==> config.mk <==
export PLATFORM = sky130hd
export DESIGN_NAME = irfei_top
export DESIGN_NICKNAME = d
export VERILOG_FILES = /design/src/shared/irfei_pkg.sv /design/src/hdl/irfei_top.sv
export SDC_FILE = /design/constraint.sdc
export NUM_CORES = 1
export LEC_CHECK = 0
export ABC_CLOCK_PERIOD_IN_PS = 3050
export BUFFER_PORTS_ARGS = -buffer_cell sky130_fd_sc_hd__clkbuf_2
export CAP_MARGIN = 20
export CORE_MARGIN = 2
export CORE_UTILIZATION = 58
export DETAILED_ROUTE_END_ITERATION = 12
export GPL_TIMING_DRIVEN = 0
export PLACE_DENSITY = 0.83
export SLEW_MARGIN = 20
export SYNTH_ARGS = -nofsm -noshare
export SYNTH_HDL_FRONTEND = slang
export SYNTH_SLANG_ARGS = --single-unit
==> constraint.sdc <==
create_clock -name clk -period 3.05 [get_ports clk]
set_input_delay 0.61 -clock clk [delete_from_list [all_inputs] [get_ports clk]]
set_output_delay 0.61 -clock clk [all_outputs]
set_load 0.02 [all_outputs]
==> src/shared/irfei_pkg.sv <==
package irfei_pkg;

  // register offsets on the 4-bit address port
  localparam logic [3:0] ADDR_MASK   = 4'h1;
  localparam logic [3:0] ADDR_EVENT  = 4'h2;
  localparam logic [3:0] ADDR_LINE   = 4'h3;
  localparam logic [3:0] ADDR_CTRL2  = 4'h5;
  localparam logic [3:0] ADDR_THRESH = 4'h8;
  localparam logic [3:0] ADDR_SIZE_L = 4'hB;
  localparam logic [3:0] ADDR_SIZE_H = 4'hC;
  localparam logic [3:0] ADDR_IRQCFG = 4'hD;

  // reset values
  localparam logic [7:0] RST_MASK   = 8'h00;
  localparam logic [7:0] RST_THRESH = 8'h00;
  localparam logic [7:0] RST_CTRL2  = 8'h00;
  localparam logic [7:0] RST_SIZE_L = 8'h00;
  localparam logic [7:0] RST_SIZE_H = 8'h00;
  localparam logic       RST_IRQPOL = 1'b0;

  // field positions
  localparam int TX_TH_LSB  = 0;
  localparam int RX_TH_LSB  = 4;
  localparam int TOUT_BIT   = 0;
  localparam int LEVEL_LSB  = 2;
  localparam int IRQPOL_BIT = 0;

  // timing
  localparam int  CLK_HZ           = 40_000_000;
  localparam real FAST_TOUT_US     = 69.5;
  localparam int  FAST_TOUT_CYC    = int'(FAST_TOUT_US * CLK_HZ / 1.0e6);
  localparam int  SLOW_TOUT_BITS   = 4 * 8;
  localparam int  FIR_PREAMBLES    = 16;
  localparam int  FIR_PREAMBLE_CHP = 16;
  localparam int  FIR_START_CHIPS  = 32;
  localparam int  FIFO_DEPTH       = 32;

  typedef enum logic [1:0] {
    XFER_SIR  = 2'b00,
    XFER_SLOW = 2'b01,
    XFER_MIR  = 2'b10,
    XFER_FIR  = 2'b11
  } irfei_xfer_type;

  typedef enum logic [1:0] {
    OP_POWERDOWN = 2'b00,
    OP_IDLE      = 2'b01,
    OP_TRANSMIT  = 2'b10,
    OP_RECEIVE   = 2'b11
  } irfei_op_type;

  typedef struct packed {
    logic tx_drained_flag;
    logic tx_low_flag;
    logic rx_ready_flag;
    logic frame_end_flag;
    logic over_length_flag;
    logic crc_error_flag;
    logic overrun_flag;
    logic stop_bit_error_flag;
  } irfei_event_type;

  // one-cycle strobes and levels (tsr_empty, frame_incomplete) from the datapath of the controller
  typedef struct packed {
    logic tsr_empty;
    logic rx_byte_done;
    logic rx_byte_stored;
    logic rx_data_read;
    logic rx_info_byte;
    logic rx_frame_start;
    logic rx_last_at_output;
    logic crc_mismatch;
    logic stop_bit_missing;
    logic frame_incomplete;
    logic bit_tick;
  } irfei_core_type;

endpackage : irfei_pkg

==> src/hdl/irfei_top.sv <==
`timescale 1ns/1ps
module irfei_top
  import irfei_pkg::*;
#(
  parameter int FAST_TOUT = FAST_TOUT_CYC,
  parameter int SLOW_BITS = SLOW_TOUT_BITS
)(
  input  wire logic           clk,
  input  wire logic           rst,
  input  wire logic           cs_n,
  input  wire logic           rd_n,
  input  wire logic           wr_n,
  input  wire logic [3:0]     addr,
  input  wire logic [7:0]     data_in,
  output logic      [7:0]     data_out,
  output logic                data_oe,
  input  wire logic           power_down_n,
  output logic                interrupt_request_pin,
  input  wire logic           rx_enable,
  input  wire logic           tx_enable,
  input  wire irfei_xfer_type xfer_mode,
  input  wire logic [5:0]     fifo_count,
  input  wire irfei_core_type core,
  output irfei_op_type        op_mode,
  output logic                tx_halt,
  output logic                rx_drop_byte,
  output logic [5:0]          start_flag_count,
  output logic                start_count_reserved,
  output logic [4:0]          preamble_count,
  output logic [5:0]          start_flag_chips
);

  // two-stage synchronisers for the host pins
  logic [15:0] pin_meta_ff;
  logic [15:0] pin_sync_ff;
  logic        cs_s;
  logic        rd_s;
  logic        wr_s;
  logic        pwr_s;
  logic [3:0]  addr_s;
  logic [7:0]  din_s;
  logic        rd_act_ff;
  logic        wr_act_ff;
  logic        rd_start;
  logic        wr_end;

  always_ff @(posedge clk)
  begin
    if (rst)
    begin
      pin_meta_ff <= 16'h0000;
      pin_sync_ff <= 16'h0000;
      rd_act_ff   <= 1'b0;
      wr_act_ff   <= 1'b0;
    end
    else
    begin
      pin_meta_ff <= {~cs_n, ~rd_n, ~wr_n, power_down_n, addr, data_in};
      pin_sync_ff <= pin_meta_ff;
      rd_act_ff   <= rd_s;
      wr_act_ff   <= wr_s;
    end
  end

  assign cs_s   = pin_sync_ff[15];
  assign rd_s   = pin_sync_ff[14] & cs_s;
  assign wr_s   = pin_sync_ff[13] & cs_s;
  assign pwr_s  = pin_sync_ff[12];
  assign addr_s = pin_sync_ff[11:8];
  assign din_s  = pin_sync_ff[7:0];

  // write taken at strobe release; host data must stand one clock past the strobe
  assign rd_start = rd_s & ~rd_act_ff;
  assign wr_end   = wr_act_ff & ~wr_s;

  always_comb
  begin
    if (!pwr_s)
      op_mode = OP_POWERDOWN;
    else if (rx_enable)
      op_mode = OP_RECEIVE;
    else if (tx_enable)
      op_mode = OP_TRANSMIT;
    else
      op_mode = OP_IDLE;
  end

  logic rx_mode;
  logic txi_mode;
  logic slow_kind;
  assign rx_mode   = (op_mode == OP_RECEIVE);
  assign txi_mode  = (op_mode == OP_TRANSMIT) || (op_mode == OP_IDLE);
  assign slow_kind = (xfer_mode == XFER_SIR) || (xfer_mode == XFER_SLOW);

  // writable registers
  logic [7:0] mask_ff;
  logic [7:0] thresh_ff;
  logic [7:0] ctrl2_ff;
  logic [7:0] size_l_ff;
  logic [7:0] size_h_ff;
  logic       irqpol_ff;

  always_ff @(posedge clk)
  begin
    if (rst)
    begin
      mask_ff   <= RST_MASK;
      thresh_ff <= RST_THRESH;
      ctrl2_ff  <= RST_CTRL2;
      size_l_ff <= RST_SIZE_L;
      size_h_ff <= RST_SIZE_H;
      irqpol_ff <= RST_IRQPOL;
    end
    else if (wr_end)
    begin
      if (addr_s == ADDR_MASK)
        mask_ff <= din_s;
      else if (addr_s == ADDR_THRESH)
        thresh_ff <= din_s;
      else if (addr_s == ADDR_CTRL2)
        ctrl2_ff <= din_s;
      else if (addr_s == ADDR_SIZE_L)
        size_l_ff <= din_s;
      else if (addr_s == ADDR_SIZE_H)
        size_h_ff <= din_s;
      else if (addr_s == ADDR_IRQCFG)
        irqpol_ff <= din_s[IRQPOL_BIT];
    end
  end

  logic [5:0] tx_thr;
  logic [5:0] rx_thr;
  assign tx_thr = {1'b0, thresh_ff[TX_TH_LSB +: 4], 1'b0};
  assign rx_thr = {1'b0, thresh_ff[RX_TH_LSB +: 4], 1'b0};

  logic ev_read;
  assign ev_read = rd_start && (addr_s == ADDR_EVENT);

  logic [15:0] tout_cnt_ff;
  logic        tout_ff;
  logic        tout_hit;
  logic        tout_restart;
  assign tout_restart = core.rx_byte_stored || core.rx_data_read || (fifo_count == 6'h00);
  assign tout_hit = slow_kind ? (tout_cnt_ff >= 16'(SLOW_BITS))
                              : (tout_cnt_ff >= 16'(FAST_TOUT));

  always_ff @(posedge clk)
  begin
    if (rst || tout_restart || !rx_mode)
      tout_cnt_ff <= 16'h0000;
    else if (!tout_hit && (!slow_kind || core.bit_tick))
      tout_cnt_ff <= tout_cnt_ff + 16'h0001;
  end

  // timeout bit, cleared by data read, read wins as it also blocks the set
  always_ff @(posedge clk)
  begin
    if (rst)
      tout_ff <= 1'b0;
    else if (rx_mode && tout_hit && !tout_restart)
      tout_ff <= 1'b1;
    else if (core.rx_data_read || !rx_mode)
      tout_ff <= 1'b0;
  end

  // information byte count of current frame
  logic [15:0] frame_len_ff;
  logic        over_len;
  assign over_len = core.rx_info_byte && (frame_len_ff >= {size_h_ff, size_l_ff});

  always_ff @(posedge clk)
  begin
    if (rst || core.rx_frame_start)
      frame_len_ff <= 16'h0000;
    else if (core.rx_info_byte && (frame_len_ff != 16'hFFFF))
      frame_len_ff <= frame_len_ff + 16'h0001;
  end

  // drained event on the empty condition's rising edge
  logic empty_ff;
  logic drained_now;
  assign drained_now = (fifo_count == 6'h00) && core.tsr_empty;
  always_ff @(posedge clk)
  begin
    if (rst)
      empty_ff <= 1'b1;
    else
      empty_ff <= drained_now;
  end

  // full FIFO drops the completed byte
  assign rx_drop_byte = rx_mode && core.rx_byte_done && (fifo_count >= 6'(FIFO_DEPTH));

  // sticky flags ignore the mask; a set beats the read clear
  irfei_event_type flags_ff;
  irfei_event_type sets;
  always_comb
  begin
    sets                     = '0;
    sets.tx_drained_flag     = drained_now && !empty_ff;
    sets.frame_end_flag      = rx_mode && !slow_kind | (xfer_mode == XFER_SLOW)
                               ? rx_mode && core.rx_last_at_output : 1'b0;
    sets.over_length_flag    = rx_mode && over_len;
    sets.crc_error_flag      = rx_mode && core.crc_mismatch && !rx_drop_byte;
    sets.overrun_flag        = rx_drop_byte;
    // stop bit only in slow kinds
    sets.stop_bit_error_flag = rx_mode && slow_kind && core.stop_bit_missing;
  end

  always_ff @(posedge clk)
  begin
    if (rst)
      flags_ff <= '0;
    else
    begin
      // event bits set on their event
      flags_ff.tx_drained_flag     <= sets.tx_drained_flag | (flags_ff.tx_drained_flag & ~ev_read);
      flags_ff.frame_end_flag      <= sets.frame_end_flag | (flags_ff.frame_end_flag & ~ev_read);
      flags_ff.over_length_flag    <= sets.over_length_flag
                                      | (flags_ff.over_length_flag & ~ev_read);
      flags_ff.crc_error_flag      <= sets.crc_error_flag | (flags_ff.crc_error_flag & ~ev_read);
      flags_ff.overrun_flag        <= sets.overrun_flag | (flags_ff.overrun_flag & ~ev_read);
      flags_ff.stop_bit_error_flag <= sets.stop_bit_error_flag
                                      | (flags_ff.stop_bit_error_flag & ~ev_read);
      // transmit-low level flag, frozen outside transmit and idle
      if (txi_mode)
        flags_ff.tx_low_flag <= (fifo_count < tx_thr);
      flags_ff.rx_ready_flag <= rx_mode && ((fifo_count >= rx_thr)
                                || (tout_hit && !tout_restart) || tout_ff);
    end
  end

  // early drain in medium/fast halts transmit until enable drops
  always_ff @(posedge clk)
  begin
    if (rst || !tx_enable)
      tx_halt <= 1'b0;
    else if (sets.tx_drained_flag && core.frame_incomplete && !slow_kind)
      tx_halt <= 1'b1;
  end

  // any enabled flag raises the request; transmit-low only outside receive mode
  // transmit-low enable gated off here while in receive mode
  logic [7:0] eff_mask;
  logic       irq_any;
  assign eff_mask = {mask_ff[7], mask_ff[6] & ~rx_mode, mask_ff[5:0]};
  assign irq_any  = |(flags_ff & eff_mask);

  always_ff @(posedge clk)
  begin
    if (rst)
      interrupt_request_pin <= 1'b1;
    else
      interrupt_request_pin <= irqpol_ff ? irq_any : ~irq_any;
  end

  // register read port, data latched as the read starts
  always_ff @(posedge clk)
  begin
    if (rst)
      data_out <= 8'h00;
    else if (rd_start)
    begin
      if (addr_s == ADDR_MASK)
        data_out <= mask_ff;
      else if (addr_s == ADDR_EVENT)
        data_out <= flags_ff;
      else if (addr_s == ADDR_LINE)
        data_out <= {fifo_count, 1'b0, tout_ff};
      else if (addr_s == ADDR_CTRL2)
        data_out <= ctrl2_ff;
      else if (addr_s == ADDR_THRESH)
        data_out <= thresh_ff;
      else if (addr_s == ADDR_SIZE_L)
        data_out <= size_l_ff;
      else if (addr_s == ADDR_SIZE_H)
        data_out <= size_h_ff;
      else if (addr_s == ADDR_IRQCFG)
        data_out <= {7'h00, irqpol_ff};
      else
        data_out <= 8'h00;
    end
  end

  assign data_oe = rd_act_ff;

  logic [3:0] start_code;
  assign start_code = ctrl2_ff[3:0];

  always_comb
  begin
    start_flag_count     = 6'h00;
    start_count_reserved = 1'b0;
    case (xfer_mode)
      XFER_SLOW:
        case (start_code)
          4'h0: start_flag_count = 6'h01;
          4'h1: start_flag_count = 6'h02;
          4'h2: start_flag_count = 6'h03;
          4'h3: start_flag_count = 6'h04;
          4'h4: start_flag_count = 6'h05;
          4'h5: start_flag_count = 6'h07;
          4'h6: start_flag_count = 6'h09;
          4'h7: start_flag_count = 6'h0D;
          4'h8: start_flag_count = 6'h11;
          4'h9: start_flag_count = 6'h19;
          4'hA: start_flag_count = 6'h31;
          default: start_count_reserved = 1'b1;
        endcase
      XFER_MIR:
        case (start_code)
          4'h0: start_flag_count = 6'h02;
          4'h1: start_flag_count = 6'h03;
          4'h2: start_flag_count = 6'h04;
          4'h3: start_flag_count = 6'h05;
          4'h4: start_flag_count = 6'h08;
          4'h5: start_flag_count = 6'h0C;
          4'h6: start_flag_count = 6'h10;
          4'h7: start_flag_count = 6'h18;
          default: start_count_reserved = 1'b1;
        endcase
      XFER_FIR:
        start_flag_count = 6'h01;
      default:
        start_flag_count = 6'h00;
    endcase
  end

  // fixed fast-mode preamble and start flag
  assign preamble_count   = (xfer_mode == XFER_FIR) ? 5'(FIR_PREAMBLES) : 5'h00;
  assign start_flag_chips = (xfer_mode == XFER_FIR) ? 6'(FIR_START_CHIPS) : 6'h00;

endmodule : irfei_top

==> metrics.md, run 1 <==
| Metric | Value |
|---|---|
| Status | complete, no violations |
| Final setup fails | 0 |
| Startpoint type of the worst setup path | primary input |
| Post-CTS setup buffers | 0 |
| Die Span Y | 107 um |
| Top FF cell, synth | dfxtp_1 |
| FF-to-FF path depth | 7 |
| Post-synth top area cell | dfxtp_1 |
| EDFF count, synth | 0 |
| TritonCTS clock tree | yes |
| DRC violation count after routing | 0 |
| Register Area | 2540 sq um |
| Crit-path max FO | 4 |
| # port buffers | 60 |
| First-pass GRT wire length | 25800 um |
| Area contributors post-synth | dfxtp_1, ha_1, mux2i_1 |
| Seq cells post-synth | 127 |
| Ant diodes | 0 |
| Fin. Hold Viols | 0 |
| Crit path required time | 2.44 ns |
| Crit Path Category | primary input to primary output |
| Largest net degree at the start of global routing | 17 |
| Final Net Count | 872 |
| Die area | 11500 sq um |
| Largest family of logic cells by synthesized area | simple AND/OR/NAND/NOR gates |
| P_int | 3080 uW |
| Synthesized cell area | about 6000 sq um |
| Flop pwr share | 0.429 |
| Global route total overflow | 0 |
| TritonRoute pass-1 iters | 7 |
| Worst hold path type | primary input to flop |
| Cells after Synth | 715 |
| Footprint of the multi-input gates | roughly 3300 sq um |
| Area grow syn2layout | 18.1% |
| Max clock buf depth | 2 |
| 1st-iter DRT viols | 582 |
| Synth cell types | 58 |
| Worst Skew | 0.00481 ns |
| NetSw | roughly 900 uW |
| Clock Latency Late Sink | 0.53 ns |
| Max Cap Viol | 0 |
| Reg clk slew, reported paths | 0.06 ns |
| Core area | 10300 sq um |
| Overall routing resource usage | 0.290 |
| Vias | 5617 |
| Worst Tran Pin Value | 0.721 ns |
| CTS Sinks | 127 |
| Initial antenna violation count | 0 |
| Resized cells post-CTS | 0 |
| Hold-fix buffers, CTS | 0 |
| Compound-gate portion of the synthesized area | 0.144 |
| RePlAce Congestion | 0.975 |
| Leak | 0.00289 uW |
| Top Ports | 71 |
| DP HPWL | 11400 um |
| Syn Area/Cell | 8.61 sq um |
| Chip Width | ~110 um |
| Final Power | 3980 uW |
| Post-synthesis mux area share | 0.0638 |
| Power Density | between 500 and 600 nW/um^2 |
| WL/cell | 16.7 um |
| Peak VDD IR | 0.415 mV |
| Vias per cell | approximately 5.9 |
| Logic pwr share | 0.054 |
| Vias in the first global route | 5226 |
| Synth Area in Adders | 0.0630 |
| Number of cell rows | 37 |
| Peak Freq | between 300 and 400 MHz |
| TritonCTS Buffers | 17 |
| Switching part of the total | 0.225 |
| Post-route ant nets | 0 |
| Post-synthesis simple-gate area fraction | 0.239 |
| Hold-critical path depth | 2 |
| Crit end category | primary output |
| Final period util | 0.951 |
| RSZ-0062 raised after global routing | false |
| Post-synthesis xor/xnor area fraction | 0.0199 |
| Rel. slew slack | 0.513 |
| Fill count | 762 |
| Top-area cell type share of the netlist area | 0.413 |
| Fin. max-slew vios | 0 |
| Layout cells sized above 1 | 0.140 |
| Initial Util | 0.597 |
| Clk root buf | clkbuf_8 |
| WP data arrival | between 2 and 2.5 ns |
| Final min period | 2.90 ns |
| Async S/R FF share, synth | 0 |
| Total Wirelength | 15900 um |
| Synth warn | 0 |
| Post-route setup TNS | 0 ns |
| Sequential area share after synthesis | 0.413 |
| Clock share of power | 0.517 |
| H-tree levels | 4 |
-- worst paths after layout --
check / slack, ns / startpoint / endpoint
max: 0.15 / xfer_mode[0] / start_flag_count[2]
min: 0.22 / rd_n / pin_meta_ff[14]$_SDFF_PP0_
max reg2reg: 0.77 / pin_sync_ff[10]$_SDFF_PP0_ / ctrl2_ff[6]$_SDFFE_PP0P_
min reg2reg: 0.44 / pin_meta_ff[15]$_SDFF_PP0_ / pin_sync_ff[15]$_SDFF_PP0_
-- state kept, by name (all words and copies together) (netlist names), 16 cells and up --
register / count
pin_meta_ff: 16
pin_sync_ff: 16
frame_len_ff: 16
tout_cnt_ff: 16
-- routing by layer --
layer / vias up / part of all wire / track usage
met5: - / 0 / 0
met4: 0 / 0.031 / 0.120
met3: 51 / 0.084 / 0.0632
met2: 276 / 0.48 / 0.490
met1: 2619 / 0.41 / 0.358
li1: 2671 / - / -
-- worst max-delay path, stage by stage --
cell and delay (ns):
clkbuf_2 0.11, inv_1 0.11, ha_1 0.21, nor2b_1 0.28
and2_1 0.20, a21oi_1 0.08, a2111oi_1 0.44, clkbuf_2 0.24
-- power by group through the flow --
stage	Sequential (uW)	Clock (uW)	Combinational [uW]
after floorplan	1730	0	138
after global placement	1740	0	204
after detailed placement	1740	0	210
after CTS	1710	2060	213
after global routing	1710	2140	236
final	1710	2050	215
-- cell usage after synthesis (4+ instances only) --
| cell type | number |
|---|---|
| dfxtp_1 | 127 |
| inv_1 | 36 |
| nand3_1 | 28 |
| a221oi_1 | 7 |
| clkbuf_1 | 30 |
| nor3b_1 | 5 |
| o211ai_1 | 7 |
| mux2i_1 | 37 |
| buf_4 | 10 |
| nand2b_1 | 11 |
| a22oi_1 | 5 |
| nand4_1 | 14 |
| nor4_1 | 4 |
| nor3_1 | 10 |
| a211oi_1 | 4 |
| a22o_1 | 7 |
| xnor2_1 | 6 |
| nand2_1 | 65 |
| a21oi_1 | 37 |
| and2_1 | 10 |
| and4_1 | 4 |
| xor2_1 | 8 |
| ha_1 | 31 |
| a311oi_1 | 7 |
| nor2b_1 | 35 |
| or3_1 | 4 |
| o21ai_0 | 13 |
| nor2_1 | 83 |
| and3_1 | 7 |
| a31oi_1 | 7 |
| buf_1 | 4 |
-- kinds of logic (layout without fill, tap and decap cells) --
kind of cell / count (synthesis) / in the layout
compound gates: 126 / 126
xor+xnor: 14 / 14
fa+ha+maj: 31 / 31
buf+inv: 83 / 175
flops: 127 / 127
mux: 39 / 39
other cells: 1 / 9
simple gates: 294 / 294
-- cells in the final DEF, fill, tap and decap left out, types with 11 or more instances in the layout --
cell type / Yosys / final
dfxtp_1: 127 / 127
nor2_1: 83 / 83
nand2_1: 65 / 65
clkbuf_2: 0 / 60
a21oi_1: 37 / 37
mux2i_1: 37 / 37
inv_1: 36 / 36
nor2b_1: 35 / 35
ha_1: 31 / 31
clkbuf_1: 30 / 30
nand3_1: 28 / 28
clkbuf_16: 0 / 16
nand4_1: 14 / 14
o21ai_0: 13 / 13
nand2b_1: 11 / 11
-- final cells by class --
cell class,count,area share
Tap cell,136,0.0234
Clock inverter,12,0.0220
Buffer,47,0.0299
Sequential cell,127,0.349
Multi-Input combinational cell,513,0.453
Clock buffer,20,0.0626
Timing Repair Buffer,60,0.0413
Inverter,36,0.0186
-- metrics by stage --
step           worst slack, ns  area (sq um)  hold WS (ns)  utilization  cells
2_1_floorplan           0.0210          6190         0.414            -    723
3_3_place_gp             0.247          6660         0.416        0.645    919
3_5_place_dp             0.202          6660         0.428        0.645    919
4_1_cts                  0.200          7270         0.218        0.705    951
5_1_grt                 0.0315          7280         0.242        0.705    951
6_report                 0.150          7280         0.223        0.705    951
Note: power is estimated with default switching activity, not from simulation.
==> run 2, diff against run 1 <==
CORE_UTILIZATION = 61   (was 58)
CTS_BUF_LIST = sky130_fd_sc_hd__clkbuf_8   (was not set)
PLACE_DENSITY = 0.87   (was 0.83)
==> metrics.md, run 2 (same netlist as run 1, synthesis figures left out) <==
| Metric | Value |
|---|---|
| Hold-fix buffers, CTS | 0 (unchanged) |
| Startpoint type of the worst setup path | primary input |
| Fin. max-slew vios | 0 (unchanged) |
| Leak | 0.00281 uW (-2.7%) |
| Commonest non-fill, non-tap cells in the layout | dfxtp_1, nor2_1, nand2_1 |
| Register Area | 2540 sq um (unchanged) |
| Flop pwr share | 0.481 (+0.052) |
| TritonRoute pass-1 iters | 5 (-2) |
| Final Net Count | 872 (unchanged) |
| Worst hold path type | primary input to flop |
| Number of cell rows | 36 (-2.7%) |
| Rel. slew slack | 0.511 (-0.00259) |
| Fill count | 759 (-0.39%) |
| TritonCTS clock tree | yes |
| WP data arrival | 2.19 ns (-0.10 ns) |
| Vias in the first global route | 5279 (+1.0%) |
| Max clock buf depth | 2 (unchanged) |
| Post-route ant nets | 0 (unchanged) |
| Footprint of the multi-input gates | 3290 sq um (about the same) |
| Peak VDD IR | 0.432 mV (+4.1%) |
| Worst Tran Pin Value | 0.725 ns (+0.00384 ns) |
| Initial Util | 0.630 (+0.0335) |
| Reg clk slew, reported paths | 0.07 ns (about the same) |
| Crit-path max FO | 4 (unchanged) |
| Status | complete, no violations |
| First-pass GRT wire length | 25900 um (+0.11%) |
| Area grow syn2layout | 15.3% |
| Top Ports | 71 (unchanged) |
| H-tree levels | 4 (unchanged) |
| Overall routing resource usage | 0.303 (+0.0133) |
| Logic pwr share | 0.061 (+0.007) |
| Clk root buf | clkbuf_8 |
| DRC violation count after routing | 0 (unchanged) |
| Initial antenna violation count | 0 (unchanged) |
| DP HPWL | 11700 um (+2.7%) |
| Clock share of power | 0.458 (-0.059) |
| Die Span Y | 104 um (-2.4%) |
| Worst Skew | 0.0139 ns (+0.00913 ns) |
| # port buffers | 60 (unchanged) |
| Fin. Hold Viols | 0 (unchanged) |
| Ant diodes | 0 (unchanged) |
| Crit path required time | 2.44 ns (about the same) |
| Die area | 10900 sq um (-4.7%) |
| Vias per cell | 5.94 (+0.51%) |
| Post-route setup TNS | 0 ns (unchanged) |
| 1st-iter DRT viols | 518 (-11%) |
| Post-CTS setup buffers | 0 (unchanged) |
| Final period util | 0.918 (-0.0327) |
| Switching part of the total | 0.248 (+0.0226) |
| Most common cell after layout, fill and taps aside | dfxtp_1 |
| Peak Freq | 357 MHz (+3.6%) |
| Vias | 5628 (+0.20%) |
| Final min period | 2.80 ns (-0.0997 ns) |
| Crit Path Category | primary input to primary output |
| RePlAce Congestion | 0.993 (+1.9%) |
| Layout cells sized above 1 | 0.139 (-0.00123) |
| CTS Sinks | 127 (unchanged) |
| WL/cell | 17.1 um (+2.4%) |
| RSZ-0062 raised after global routing | false |
| Resized cells post-CTS | 0 (unchanged) |
| Final setup fails | 0 (unchanged) |
| Power Density | 500 nW/um^2 (-8.6%) |
| Total Wirelength | 16200 um (+2.1%) |
| TritonCTS Buffers | 17 (unchanged) |
| P_int | 2670 uW (-13%) |
| Core area | 9770 sq um (-5.3%) |
| NetSw | 879 uW (-1.9%) |
| Global route total overflow | 0 (unchanged) |
| Crit end category | primary output |
| Max Cap Viol | 0 (unchanged) |
| Worst Slack Setup Final | 0.250 ns (+0.0997 ns) |
| Setup WS pre-CTS | 0.245 ns (+0.0426 ns) |
| Chip Width | 104 um (-2.4%) |
| Clock Latency Late Sink | 0.46 ns (-0.07 ns) |
| Largest net degree at the start of global routing | 17 (unchanged) |
-- run 2: cell count changes in the layout (fill, tap and decap cells not counted), moves of 2 or more --
cell and delta:
clkbuf_8 +13, inv_6 +3, clkinv_4 -2, clkbuf_16 -16
-- run 2: power by group through the flow --
stage / logic (uW) / clock network [uW] / registers, uW
after CTS: 213 / 1640 / 1700
after global routing: 236 / 1720 / 1710
after floorplan: 138 / 0 / 1730
after global placement: 204 / 0 / 1740
after detailed placement: 211 / 0 / 1740
final: 216 / 1630 / 1710
-- run 2: layout make-up --
class,count,area share
flip-flops and latches,127,0.358
well taps,133,0.0234
repair buffers,60,0.0423
plain buffers,47,0.0307
clock buffers,17,0.0330
multi-input cells,513,0.464
clock inverters,15,0.0294
inverters,36,0.0190
-- run 2: worst paths after layout --
kind | startpoint | to | slack [ns] | cells past startpoint
setup / recovery | xfer_mode[0] | start_flag_count[2] | 0.25 | 8
hold / removal | wr_n | pin_meta_ff[13]$_SDFF_PP0_ | 0.31 | 2
setup reg to reg | pin_sync_ff[10]$_SDFF_PP0_ | ctrl2_ff[4]$_SDFFE_PP0P_ | 0.69 | 7
hold reg to reg | pin_meta_ff[15]$_SDFF_PP0_ | pin_sync_ff[15]$_SDFF_PP0_ | 0.44 | 1
-- run 2: through the flow --
step	area, sq um	total power (uW)	utilization	cells	hold WS (ns)
after detailed placement	6660	1950	0.681	916	0.424
after CTS	7100	3550	0.726	948	0.282
after global routing	7100	3660	0.726	948	0.280
after global placement	6660	1940	0.681	916	0.420
final	7100	3550	0.726	948	0.306
after floorplan	6190	1870	-	723	0.414
-- run 2: metal layers --
layer / wire length [um] / global-route usage
met3: 1500 / 0.104
met2: 7540 / 0.476
met4: 594 / 0.150
met1: 6600 / 0.371
met5: 0 / 0
-- run 2: critical path, cell delays in order --
cell,delay (ns)
clkbuf_2,0.11
inv_1,0.11
ha_1,0.22
nor2b_1,0.22
and2_1,0.19
a21oi_1,0.07
a2111oi_0,0.42
clkbuf_2,0.24
==> run 3, diff against run 2 <==
BUFFER_PORTS_ARGS = not set   (was -buffer_cell sky130_fd_sc_hd__clkbuf_2)
CORE_ASPECT_RATIO = 0.8   (was not set)
CORE_UTILIZATION = 66   (was 61)
DONT_BUFFER_PORTS = 1   (was not set)
PLACE_DENSITY = 0.86   (was 0.87)
==> metrics.md, run 3 (same netlist as run 1, synthesis figures left out) <==
| Metric | Value |
|---|---|
| Status | complete, no violations |
| Placed insts | 838 (-8.5%) |
| Final setup fails | 0 (unchanged) |
| Post-route ant nets | 0 (unchanged) |
| Fin cells | 870 (-8.2%) |
| Final Power | 3610 uW (+1.7%) |
| Clock Latency Late Sink | 0.45 ns (about the same) |
| Commonest non-fill, non-tap cells in the layout | dfxtp_1, nor2_1, nand2_1 |
| Final instance area | 6810 sq um (-4.1%) |
| Crit-path max FO | 4 (unchanged) |
| Worst Slack Setup Final | 0.331 ns (+0.0814 ns) |
| Reg clk slew, reported paths | 0.07 ns (about the same) |
| Vias per cell | 6.22 (+4.8%) |
| H-tree levels | 4 (unchanged) |
| Startpoint type of the worst setup path | primary input |
| WP data arrival | 2.11 ns (-0.08 ns) |
| DP HPWL | 12000 um (+2.7%) |
| Die area | 10100 sq um (-7.2%) |
| Final period util | 0.891 (-0.0267) |
| Peak Freq | 368 MHz (+3.0%) |
| Most common cell after layout, fill and taps aside | dfxtp_1 |
| Clk root buf | clkbuf_8 |
| Worst Skew | 0.00960 ns (-0.00433 ns) |
| Final Net Count | 812 (-6.9%) |
| Total Wirelength | 16600 um (+2.5%) |
| Largest net degree at the start of global routing | 17 (unchanged) |
| Leak | 0.00258 uW (-8.4%) |
| Crit Path Category | primary input to primary output |
| # port buffers | 0 (-100%) |
| RePlAce Congestion | 0.980 (-1.3%) |
| Fin. max-slew vios | 0 (unchanged) |
| Area grow syn2layout | 10.6% |
| Overall routing resource usage | 0.337 (+0.0340) |
| Crit end category | primary output |
| Max clock buf depth | 2 (unchanged) |
| CTS Sinks | 127 (unchanged) |
| TritonCTS clock tree | yes |
| Top Ports | 71 (unchanged) |
| Worst hold path type | primary input to flop |
| Initial antenna violation count | 0 (unchanged) |
| Final min period | 2.72 ns (-0.0814 ns) |
| Hold Worst Slack | 0.220 ns (-0.0854 ns) |
| Vias in the first global route | 5167 (-2.1%) |
| Chip Width | 112 um (+7.2%) |
| Peak VDD IR | 0.654 mV (+51%) |
| Rel. slew slack | 0.424 (-0.0865) |
| Layout cells sized above 1 | 0.0715 (-0.0671) |
| Initial Util | 0.679 (+0.0485) |
| 1st-iter DRT viols | 534 (+3.1%) |
| TritonCTS Buffers | 17 (unchanged) |
| Hold-fix buffers, CTS | 0 (unchanged) |
| Number of cell rows | 31 (-14%) |
| Cell Area, Placed | 6330 sq um (-4.8%) |
| Global route total overflow | 0 (unchanged) |
| Crit path required time | 2.44 ns (about the same) |
| TritonRoute pass-1 iters | 6 (+1) |
| Max Cap Viol | 0 (unchanged) |
| RSZ-0062 raised after global routing | false |
| Die Span Y | 90.4 um (-13%) |
| Fin. Hold Viols | 0 (unchanged) |
| Core area | 9080 sq um (-7.1%) |
| WL/cell | 19.1 um (+12%) |
| Ant diodes | 0 (unchanged) |
| First-pass GRT wire length | 26600 um (+2.9%) |
| Worst Tran Pin Value | 0.853 ns (+0.128 ns) |
| Setup WS pre-CTS | 0.0840 ns (-0.161 ns) |
| Power Density | 530 nW/um^2 (+6.1%) |
| Vias | 5413 (-3.8%) |
| DRC violation count after routing | 0 (unchanged) |
==> run 3: changes by cell type in the layout (fill, tap and decap cells not counted), sizes merged <==
cell,delta
bufinv,+1
inv,-1
clkbuf,-58
clkinvlp,-2
==> run 3: area by class of cell <==
| type | count | area, sq um |
|---|---|---|
| multi-input combinational | 513 | 3300 |
| sequential | 127 | 2540 |
| fill | 675 | 2270 |
| clock buffer | 19 | 262 |
| buffer | 47 | 218 |
| clock inverter | 13 | 209 |
| tap | 115 | 144 |
| inverter | 36 | 135 |
==> run 3: path summary, 6_finish.rpt <==
check / from / to / slack (ns) / cells after the start
worst min-delay path: rd_n / pin_meta_ff[14]$_SDFF_PP0_ / 0.22 / 1
worst min register to register: pin_meta_ff[7]$_SDFF_PP0_ / pin_sync_ff[7]$_SDFF_PP0_ / 0.44 / 1
worst max register to register: pin_sync_ff[10]$_SDFF_PP0_ / ctrl2_ff[5]$_SDFFE_PP0P_ / 0.69 / 7
worst max-delay path: xfer_mode[0] / start_flag_count[2] / 0.33 / 6
==> run 3: power by group <==
group | switching [uW] | internal (uW)
registers | 25.5 | 1680
clock network | 697 | 1020
logic | 117 | 64.9
==> run 3: what timing repair did <==
| item | in CTS | in global routing |
|---|---|---|
| setup buffers | 0 | 0 |
| endpoints found under the setup margin | 0 | 1 |
| endpoints found under the hold margin | 0 | 0 |
| resized for setup | 0 | 1 |
==> run 3: per-layer routing <==
metal	routed length [um]	track usage
met2	7440	0.516
met5	0	0
met4	459	0.131
met3	1620	0.0899
met1	7120	0.459
==> run 3: stage by stage <==
step | util | TNS, ns
floorplan | - | 0
global placement | 0.698 | -0.177
detailed placement | 0.698 | 0
CTS | 0.750 | 0
global route | 0.750 | 0
finish | 0.750 | 0
==> run 3: worst max-delay path, cell delays in order <==
cell and delay (ns):
inv_1 0.08, ha_1 0.22, nor2b_1 0.27, and2_1 0.19
a21oi_1 0.08, a2111oi_2 0.66
